## src/logic/lpd_defines.vh

```
// constants for the sixteen-channel led sink driver
`ifndef LPD_DEFINES_VH
`define LPD_DEFINES_VH
// register indices; byte address on the register bus is four times these
`define LPD_IDX_MODE 5'h00
`define LPD_IDX_GDUTY 5'h01
`define LPD_IDX_GFREQ 5'h02
`define LPD_IDX_BRT0 5'h03
`define LPD_IDX_OMODE0 5'h13
`define LPD_IDX_BCAST 5'h17
`define LPD_IDX_SUB1 5'h18
`define LPD_IDX_SUB3 5'h1a
`define LPD_IDX_STATUS 5'h1b
`define LPD_NUM_RW 5'h1b
// mode register fields
`define LPD_MODE_BCAST_EN 0
`define LPD_MODE_SUB_LO 1
`define LPD_MODE_BLINK 4
`define LPD_MODE_UPD_ACK 5
// reset values
`define LPD_RST_MODE 8'h01
`define LPD_RST_GDUTY 8'hff
`define LPD_RST_BCAST 8'h70
`define LPD_RST_SUB1 8'h71
`define LPD_RST_SUB2 8'h72
`define LPD_RST_SUB3 8'h74
// reset call address byte, write direction only
`define LPD_RCALL_BYTE 8'h06
// output selector codes
`define LPD_OM_OFF 2'h0
`define LPD_OM_ON 2'h1
`define LPD_OM_IND 2'h2
`define LPD_OM_GRP 2'h3
// timing
`define LPD_PCLK_MHZ 200
`define LPD_OSC_MHZ 25
`define LPD_GLITCH_NS 50
`define LPD_BLINK_STEP_NS 162760
`endif

```

## src/logic/lpd_led_driver.v

```verilog
// sixteen-channel led sink driver: serial slave, apb registers, pwm
//
// Summary of operation
// - per-output 8-bit pwm near 97 kHz
// - group pwm dims combined-mode outputs near 190 Hz
// - blink period programmable, 24 Hz to 10.67 s
// - each output off, on, individual, or combined
// - active-low gate pin controls all outputs
// - reset call equals power-on reset
// - outputs update on acknowledge or stop
// - own address taken from seven strap pins
// - broadcast and three subaddresses, separately enabled
// - brightness resets to fully off, linear
// - group duty resets to maximum
// - timing derived from 25 MHz oscillator
// - serial clock and data inputs are filtered
// - outputs glitch-free, off until reset ends
// - broadcast enabled at reset, subaddresses disabled
// - reset call acknowledged only for write
// - last address bit selects read or write
`timescale 1ns/1ps
`include "lpd_defines.vh"
module lpd_led_driver #(
	parameter BLINK_STEP_CYC = `LPD_BLINK_STEP_NS * `LPD_PCLK_MHZ / 1000
) (
	// clock and reset
	input wire pclk,
	input wire presetn,
	// apb slave
	input wire psel,
	input wire penable,
	input wire pwrite,
	input wire [7:0] paddr,
	input wire [31:0] pwdata,
	output wire [31:0] prdata,
	output wire pready,
	output wire pslverr,
	// serial bus pins
	input wire scl_in,
	input wire sda_in,
	output wire sda_out,
	output wire sda_oe,
	// strap and gate pins
	input wire [6:0] strap_bit,
	input wire gate_n,
	// open-drain sinks, 1 = released (led off)
	output wire [15:0] sink_output
);
	localparam OSC_DIV = `LPD_PCLK_MHZ / `LPD_OSC_MHZ;
	localparam FILT_CYC = `LPD_GLITCH_NS * `LPD_PCLK_MHZ / 1000;
	localparam [6:0] S_IDLE = 7'h01;
	localparam [6:0] S_ADDR = 7'h02;
	localparam [6:0] S_AACK = 7'h04;
	localparam [6:0] S_WR = 7'h08;
	localparam [6:0] S_WACK = 7'h10;
	localparam [6:0] S_RD = 7'h20;
	localparam [6:0] S_RACK = 7'h40;

	// reset value of each register
	function [7:0] rst_val;
		input [4:0] idx;
		begin
			case (idx)
				`LPD_IDX_MODE: rst_val = `LPD_RST_MODE;
				`LPD_IDX_GDUTY: rst_val = `LPD_RST_GDUTY;
				`LPD_IDX_BCAST: rst_val = `LPD_RST_BCAST;
				`LPD_IDX_SUB1: rst_val = `LPD_RST_SUB1;
				`LPD_IDX_SUB1 + 5'h01: rst_val = `LPD_RST_SUB2;
				`LPD_IDX_SUB3: rst_val = `LPD_RST_SUB3;
				default: rst_val = 8'h00;
			endcase
		end
	endfunction

	reg [7:0] cfg_ff [0:26];
	reg [7:0] act_ff [0:26];
	reg [1:0] gate_sync_ff;
	reg [6:0] strap_s1_ff;
	reg [6:0] strap_ff;
	reg [1:0] scl_sync_ff;
	reg [1:0] sda_sync_ff;
	reg scl_f_ff;
	reg sda_f_ff;
	reg [3:0] scl_cnt_ff;
	reg [3:0] sda_cnt_ff;
	reg scl_d_ff;
	reg sda_d_ff;
	reg [6:0] st_ff;
	reg [3:0] bit_ff;
	reg [7:0] sh_ff;
	reg [4:0] ptr_ff;
	reg first_ff;
	reg rcall_ff;
	reg drv_ff;
	reg pend_ff;
	reg srst_ff;
	reg upd_ff;
	reg i2c_we_ff;
	reg [7:0] i2c_wd_ff;
	reg [31:0] prdata_ff;
	reg [2:0] osc_ff;
	reg [7:0] pwm_ff;
	reg dim_half_ff;
	reg [15:0] pre_ff;
	reg [7:0] fcnt_ff;
	reg [7:0] grp_ff;
	reg [15:0] sink_ff;
	integer k;
	integer j;

	// register read, status holds gate level and strap address
	function [7:0] rd_byte;
		input [4:0] idx;
		begin
			if (idx == `LPD_IDX_STATUS)
				rd_byte = {gate_sync_ff[1], strap_ff};
			else if (idx < `LPD_IDX_STATUS)
				rd_byte = cfg_ff[idx];
			else
				rd_byte = 8'h00;
		end
	endfunction

	wire [4:0] apb_idx = paddr[6:2];
	wire apb_bad = (paddr[1:0] != 2'h0) | paddr[7] |
		(apb_idx > `LPD_IDX_STATUS);
	wire apb_we = psel & penable & pwrite & ~apb_bad &
		(apb_idx != `LPD_IDX_STATUS);
	wire [7:0] mode = cfg_ff[`LPD_IDX_MODE];

	// apb answers at once; read data captured in the setup cycle
	assign pready = 1'b1;
	assign pslverr = psel & penable & apb_bad;
	assign prdata = prdata_ff;
	assign sda_out = 1'b0;
	assign sda_oe = drv_ff;
	assign sink_output = sink_ff;

	always @(posedge pclk or negedge presetn) begin
		if (!presetn)
			prdata_ff <= 32'h0;
		else if (psel & ~penable & ~apb_bad)
			prdata_ff <= {24'h0, rd_byte(apb_idx)};
	end

	// two-flop synchronisers on every pin input
	always @(posedge pclk or negedge presetn) begin
		if (!presetn) begin
			gate_sync_ff <= 2'h3;
			strap_s1_ff <= 7'h0;
			strap_ff <= 7'h0;
			scl_sync_ff <= 2'h3;
			sda_sync_ff <= 2'h3;
		end else begin
			gate_sync_ff <= {gate_sync_ff[0], gate_n};
			strap_s1_ff <= strap_bit;
			strap_ff <= strap_s1_ff;
			scl_sync_ff <= {scl_sync_ff[0], scl_in};
			sda_sync_ff <= {sda_sync_ff[0], sda_in};
		end
	end

	// noise filter: a level must hold FILT_CYC cycles to pass
	always @(posedge pclk or negedge presetn) begin
		if (!presetn) begin
			scl_f_ff <= 1'b1;
			sda_f_ff <= 1'b1;
			scl_cnt_ff <= 4'h0;
			sda_cnt_ff <= 4'h0;
			scl_d_ff <= 1'b1;
			sda_d_ff <= 1'b1;
		end else begin
			scl_d_ff <= scl_f_ff;
			sda_d_ff <= sda_f_ff;
			if (scl_sync_ff[1] == scl_f_ff)
				scl_cnt_ff <= 4'h0;
			else if (scl_cnt_ff == FILT_CYC[3:0] - 4'h1) begin
				scl_f_ff <= scl_sync_ff[1];
				scl_cnt_ff <= 4'h0;
			end else
				scl_cnt_ff <= scl_cnt_ff + 4'h1;
			if (sda_sync_ff[1] == sda_f_ff)
				sda_cnt_ff <= 4'h0;
			else if (sda_cnt_ff == FILT_CYC[3:0] - 4'h1) begin
				sda_f_ff <= sda_sync_ff[1];
				sda_cnt_ff <= 4'h0;
			end else
				sda_cnt_ff <= sda_cnt_ff + 4'h1;
		end
	end

	wire scl_rise = scl_f_ff & ~scl_d_ff;
	wire scl_fall = ~scl_f_ff & scl_d_ff;
	wire start_c = scl_f_ff & scl_d_ff & ~sda_f_ff & sda_d_ff;
	wire stop_c = scl_f_ff & scl_d_ff & sda_f_ff & ~sda_d_ff;
	wire [6:0] a7 = sh_ff[7:1];
	wire sub_hit = (mode[1] & (a7 == cfg_ff[`LPD_IDX_SUB1][6:0])) |
		(mode[2] & (a7 == cfg_ff[`LPD_IDX_SUB1 + 5'h01][6:0])) |
		(mode[3] & (a7 == cfg_ff[`LPD_IDX_SUB3][6:0]));
	wire bc_hit = mode[`LPD_MODE_BCAST_EN] &
		(a7 == cfg_ff[`LPD_IDX_BCAST][6:0]);
	wire rc_hit = (sh_ff == `LPD_RCALL_BYTE);
	wire addr_hit = (a7 == strap_ff) | bc_hit | sub_hit;
	wire [4:0] ptr_inc = (ptr_ff == `LPD_IDX_STATUS) ? 5'h00 :
		ptr_ff + 5'h01;
	wire [7:0] tx_byte = rd_byte(ptr_ff);

	// serial slave: address, pointer, write and read bytes
	always @(posedge pclk or negedge presetn) begin
		if (!presetn) begin
			st_ff <= S_IDLE;
			bit_ff <= 4'h0;
			sh_ff <= 8'h0;
			ptr_ff <= 5'h0;
			first_ff <= 1'b0;
			rcall_ff <= 1'b0;
			drv_ff <= 1'b0;
			pend_ff <= 1'b0;
			srst_ff <= 1'b0;
			upd_ff <= 1'b0;
			i2c_we_ff <= 1'b0;
			i2c_wd_ff <= 8'h0;
		end else begin
			srst_ff <= 1'b0;
			i2c_we_ff <= 1'b0;
			upd_ff <= apb_we | (i2c_we_ff & mode[`LPD_MODE_UPD_ACK]);
			// pointer steps after each written byte, wraps past status
			if (i2c_we_ff)
				ptr_ff <= ptr_inc;
			if (start_c) begin
				st_ff <= S_ADDR;
				bit_ff <= 4'h0;
				drv_ff <= 1'b0;
				rcall_ff <= 1'b0;
			end else if (stop_c) begin
				st_ff <= S_IDLE;
				drv_ff <= 1'b0;
				srst_ff <= rcall_ff;
				rcall_ff <= 1'b0;
				upd_ff <= pend_ff;
				pend_ff <= 1'b0;
			end else begin
				case (st_ff)
					S_IDLE: drv_ff <= 1'b0;
					S_ADDR, S_WR: begin
						if (scl_rise) begin
							sh_ff <= {sh_ff[6:0], sda_f_ff};
							bit_ff <= bit_ff + 4'h1;
						end else if (scl_fall && bit_ff == 4'h8) begin
							bit_ff <= 4'h0;
							if (st_ff == S_ADDR) begin
								first_ff <= 1'b1;
								rcall_ff <= rc_hit;
								drv_ff <= rc_hit | addr_hit;
								st_ff <= (rc_hit | addr_hit) ? S_AACK : S_IDLE;
							end else if (rcall_ff) begin
								st_ff <= S_IDLE; // extra bytes not taken
							end else begin
								drv_ff <= 1'b1;
								st_ff <= S_WACK;
								first_ff <= 1'b0;
								if (first_ff)
									ptr_ff <= sh_ff[4:0];
								else begin
									i2c_we_ff <= 1'b1;
									i2c_wd_ff <= sh_ff;
									pend_ff <= ~mode[`LPD_MODE_UPD_ACK];
								end
							end
						end
					end
					S_AACK: begin
						if (scl_fall) begin
							if (sh_ff[0] & ~rcall_ff) begin
								st_ff <= S_RD;
								sh_ff <= {tx_byte[6:0], 1'b0};
								drv_ff <= ~tx_byte[7];
								bit_ff <= 4'h1;
							end else begin
								st_ff <= S_WR;
								drv_ff <= 1'b0;
							end
						end
					end
					S_WACK: begin
						if (scl_fall) begin
							drv_ff <= 1'b0;
							st_ff <= S_WR;
						end
					end
					S_RD: begin
						if (scl_fall) begin
							if (bit_ff == 4'h8) begin
								drv_ff <= 1'b0;
								st_ff <= S_RACK;
								ptr_ff <= ptr_inc;
							end else begin
								drv_ff <= ~sh_ff[7];
								sh_ff <= {sh_ff[6:0], 1'b0};
								bit_ff <= bit_ff + 4'h1;
							end
						end
					end
					S_RACK: begin
						if (scl_rise && sda_f_ff)
							st_ff <= S_IDLE; // master nack ends the read
						else if (scl_fall) begin
							st_ff <= S_RD;
							sh_ff <= {tx_byte[6:0], 1'b0};
							drv_ff <= ~tx_byte[7];
							bit_ff <= 4'h1;
						end
					end
					default: st_ff <= S_IDLE;
				endcase
			end
		end
	end

	// register file, written from apb or the serial bus
	always @(posedge pclk or negedge presetn) begin
		if (!presetn) begin
			for (k = 0; k < 27; k = k + 1)
				cfg_ff[k] <= rst_val(k[4:0]);
		end else if (srst_ff) begin
			for (k = 0; k < 27; k = k + 1)
				cfg_ff[k] <= rst_val(k[4:0]);
		end else if (i2c_we_ff && ptr_ff < `LPD_NUM_RW) begin
			cfg_ff[ptr_ff] <= i2c_wd_ff;
			if (apb_we && apb_idx != ptr_ff)
				cfg_ff[apb_idx] <= pwdata[7:0];
		end else if (apb_we)
			cfg_ff[apb_idx] <= pwdata[7:0];
	end

	// active copy that the outputs follow
	always @(posedge pclk or negedge presetn) begin
		if (!presetn) begin
			for (j = 0; j < 27; j = j + 1)
				act_ff[j] <= rst_val(j[4:0]);
		end else if (srst_ff) begin
			for (j = 0; j < 27; j = j + 1)
				act_ff[j] <= rst_val(j[4:0]);
		end else if (upd_ff) begin
			for (j = 0; j < 27; j = j + 1)
				act_ff[j] <= cfg_ff[j];
		end
	end

	// 25 MHz timebase and the individual pwm ramp
	always @(posedge pclk or negedge presetn) begin
		if (!presetn) begin
			osc_ff <= 3'h0;
			pwm_ff <= 8'h0;
			dim_half_ff <= 1'b0;
		end else if (srst_ff) begin
			osc_ff <= 3'h0;
			pwm_ff <= 8'h0;
			dim_half_ff <= 1'b0;
		end else begin
			osc_ff <= (osc_ff == OSC_DIV[2:0] - 3'h1) ? 3'h0 :
				osc_ff + 3'h1;
			if (osc_ff == OSC_DIV[2:0] - 3'h1) begin
				pwm_ff <= pwm_ff + 8'h1;
				if (pwm_ff == 8'hff)
					dim_half_ff <= ~dim_half_ff;
			end
		end
	end

	wire osc_tick = (osc_ff == OSC_DIV[2:0] - 3'h1);
	wire blink = act_ff[`LPD_IDX_MODE][`LPD_MODE_BLINK];
	wire dim_step = osc_tick & (pwm_ff == 8'hff) & dim_half_ff;
	wire pre_end = (pre_ff == BLINK_STEP_CYC[15:0] - 16'h1);
	wire blink_step = pre_end & (fcnt_ff == act_ff[`LPD_IDX_GFREQ]);

	// group ramp: two pwm periods per step dims, prescaler blinks
	always @(posedge pclk or negedge presetn) begin
		if (!presetn) begin
			pre_ff <= 16'h0;
			fcnt_ff <= 8'h0;
			grp_ff <= 8'h0;
		end else if (srst_ff) begin
			pre_ff <= 16'h0;
			fcnt_ff <= 8'h0;
			grp_ff <= 8'h0;
		end else begin
			pre_ff <= pre_end ? 16'h0 : pre_ff + 16'h1;
			if (blink_step)
				fcnt_ff <= 8'h0;
			else if (pre_end)
				fcnt_ff <= fcnt_ff + 8'h1;
			if (blink ? blink_step : dim_step)
				grp_ff <= grp_ff + 8'h1;
		end
	end

	wire grp_on = grp_ff < act_ff[`LPD_IDX_GDUTY];

	// per-output selector, gate and sink drive
	genvar g;
	generate
		for (g = 0; g < 16; g = g + 1) begin : g_out
			wire [7:0] om_byte = act_ff[`LPD_IDX_OMODE0 + g / 4];
			wire [1:0] om = om_byte[2 * (g % 4) +: 2];
			wire ind_on = pwm_ff < act_ff[`LPD_IDX_BRT0 + g];
			wire lit = (om == `LPD_OM_ON) |
				((om == `LPD_OM_IND) & ind_on) |
				((om == `LPD_OM_GRP) & ind_on & grp_on);
			always @(posedge pclk or negedge presetn) begin
				if (!presetn)
					sink_ff[g] <= 1'b1;
				else if (srst_ff)
					sink_ff[g] <= 1'b1;
				else
					sink_ff[g] <= ~(lit & ~gate_sync_ff[1]);
			end
		end
	endgenerate
endmodule // lpd_led_driver

```

## config.mk

```make
export PLATFORM = sky130hd
export DESIGN_NAME = lpd_led_driver
export DESIGN_NICKNAME = d
export VERILOG_FILES = /design/src/logic/lpd_led_driver.v
export VERILOG_INCLUDE_DIRS = /design/src /design/src/logic
export SDC_FILE = /design/constraint.sdc
export NUM_CORES = 2
export LEC_CHECK = 0
export ABC_AREA = 1
export BUFFER_PORTS_ARGS = -buffer_cell sky130_fd_sc_hd__buf_4
export CORE_MARGIN = 8
export CORE_UTILIZATION = 40
export DETAILED_ROUTE_END_ITERATION = 6
export PLACE_DENSITY = 0.61
export REMOVE_ABC_BUFFERS = 1
export SYNTH_ARGS = -nofsm -noshare
export SYNTH_HDL_FRONTEND = slang
export SYNTH_SLANG_ARGS = --single-unit
```

## constraint.sdc

```tcl
create_clock -name pclk -period 6.2 [get_ports pclk]
set_clock_uncertainty 0.1 [all_clocks]
set_input_delay 1.24 -clock pclk [delete_from_list [all_inputs] [get_ports pclk]]
set_output_delay 1.24 -clock pclk [all_outputs]
set_load 0.01 [all_outputs]
```

==> reports/metrics.cfg <==
[setup_path]
worstSetupPathType = reg2reg
required_ns = 6.59
end_kind = flop
start_kind = flop
r2r_cells = 11
crit_chain = nand2_1, inv_1, o21bai_1, nand2_2, inv_6, nand2_8, buf_12, nand3_1, nand2_1, nand2_1, nand2_1
cp_max_fo = 122
crit_slowest_cell = dfrtp_4
worst-endpoint-arrival_ns = 4.36
cp_common_cell = nand2_1
cpPeakStageDelay_ns = 0.74

[placement]
gp_congestion = 0.973
placed_cell_area_um2 = 36800
hpwl_um = 89500
port_buffers = 56
dp_cells = 6243

[layout]
layout_commonest_cell = nand2_1
layout_common_cells = 1802 x nand2_1, 568 x inv_1, 563 x nand3_1
drive_gt1_share_pct = 6.87
fin_cells = 6366
area_delta_synth_final_pct = 9.68
nets = 5337
final_area_um2 = 39000

[drt]
post_drt_wl_per_cell_um = 21.9
vias = 36597
first_pass_iters = 7
final_antenna_net_count = 0
wl_um = 140000
dr.first_iter.drc_count = 4835
vias_per_cell = 5.75
drc_errors = 0

[timing]
tightest_slew_ns = 1.34
timing.final.crit_period_ns = 3.97
timing.fmax_mhz = 252
maxSlewViolCount = 0
timing.final.crit_share_pct = 64.0
rsz0062_at_grt = false
finalHoldViolations = 0
hold_slack_ns = 0.247
finalSetupViolations = 0
finalSetupTns_ns = 0
slew_headroom_pct = 10.6

[synthesis]
async_flop_share_pct = 100
ys_seq_area_share_pct = 37.6
avgSynthCellArea_um2 = 6.78
postSynthCellCount = 5247
synth_seq_cells = 532
ys.flop_type = dfrtp_1
synth.area.top_cells = dfrtp_1 33%, nand2_1 19%, nand3_1 7.9%
netlist.area_leader.share_pct = 33.3
synthDistinctLibCells = 42
synth_edf_count = 0
synth_top_cell_by_area = dfrtp_1
yosys_warnings = 0
synth_area_um2 = 35600

[clock_tree]
path_clk_slew_ns = 0.06
cts_tree = yes
h-tree-depth = 3
clock_latency_ns = 0.63
cts.sinks = 532
cts_setup_buffers = 0
clockRootBuffer = clkbuf_16
clockBufferDepth = 3
cts_buffers = 66
hold_buffers = 0
cts_resized = 0

[power]
vdd_drop_max_uv = 205
p_per_area_nw_per_um2 = 217
leakagePower_uw = 0.0202
power_uw = 8470

[grt]
grt_max_degree = 170
grt_pass1_vias = 33106
overflow = 0
grt_pass1_wl_um = 209000
antenna_found_initial = 1
grt_usage_pct = 27.3

[floorplan]
core.rowCount = 109
die_area_um2 = 98800
die_w_um = 314
fp.dieH_um = 314
ios = 107
core_um2 = 88200
start_util_pct = 40.3

[flow_run]
drv_cap = 0

[outcome]
status = finished, final reports clean

[worst_hold_path]
hold_path.class = reg2reg
hold_path_depth = 0

[path summary, 6_finish.rpt]
path	end	slack [ns]	from
setup / recovery	cfg_ff[106]	2.23	ptr_ff[0]
hold / removal	strap_ff[6]	0.25	strap_s1_ff[6]
setup reg to reg	cfg_ff[106]	2.23	ptr_ff[0]
hold reg to reg	strap_ff[6]	0.25	strap_s1_ff[6]
max in group asynchronous	pwm_ff[2]	4.00	presetn
min in group asynchronous	cfg_ff[181]	0.59	presetn
[state kept, by name, indices dropped and copies added, names as in the netlist, 16 cells and up]
signal / count
cfg_ff: 208
g_out.om_byte: 32
act_ff: 145
sink_output: 16
pre_ff: 16
[power breakdown]
group          total (µW)  internal, µW  switching [µW]  leakage (µW)
logic                 770           206             563        0.0120
registers            3690          3570             124       0.00712
clock network        4010          2400            1610       0.00109
[metal layers]
metal | GRT usage (%) | part of all wire [%]
met4 | 16.4 | 7.0
met5 | 0.395 | 0.035
met2 | 39.2 | 41
met1 | 37.2 | 41
met3 | 6.29 | 11
[kinds of logic (layout without fill, tap and decap cells)]
kind of cell | Yosys count | count (layout) | share of synthesized area [%]
other | 2 | 29 | 0.0211
XOR/XNOR | 32 | 32 | 0.788
buffers and inverters | 894 | 821 | 9.94
AO/OA/AOI/OAI | 746 | 746 | 12.1
adder cells (fa/ha/maj) | 136 | 136 | 4.78
AND/OR/NAND/NOR | 2905 | 2905 | 34.7
flip-flops | 532 | 532 | 37.6
[cells in the mapped netlist (all sizes together) (6+ instances only)]
cell    count
dfrtp     473
o21ai     318
ha        136
a21oi     119
o221ai      7
nor3       23
a211oi     16
clkinv      6
xnor2       9
nand3     566
nor2      290
nand4     143
o211ai     19
inv       583
o22ai     249
a22oi       9
nand2    1809
dfstp      59
clkbuf    177
xor2       23
nand3b     69
buf       128
[worst max-delay path: cells and delay by family (launching register included)]
family,cells,cell delay (ns)
and+or+nand+nor,7,1.40
DFF,1,0.74
buffers and inverters,3,1.27
AOI/OAI and AO/OA,1,0.15
[stage by stage]
step	utilization (%)	worst slack, ns
after CTS	44.2	2.39
after global routing	44.2	2.10
after floorplan	-	-2.13
after detailed placement	41.7	1.78
after global placement	41.7	1.84
final	44.2	2.23
[area by class of cell]
type                            instances  area [µm²]
Antenna cell                            3        7.51
Clock buffer                          101        2010
Clock inverter                         19         211
Fill cell                            9039       49200
Inverter                              589        2220
Multi-Input combinational cell       3845       18800
Sequential cell                       532       13400
Tap cell                             1165        1460
Timing Repair Buffer                  112         923
(Power assumes the default switching activity.)
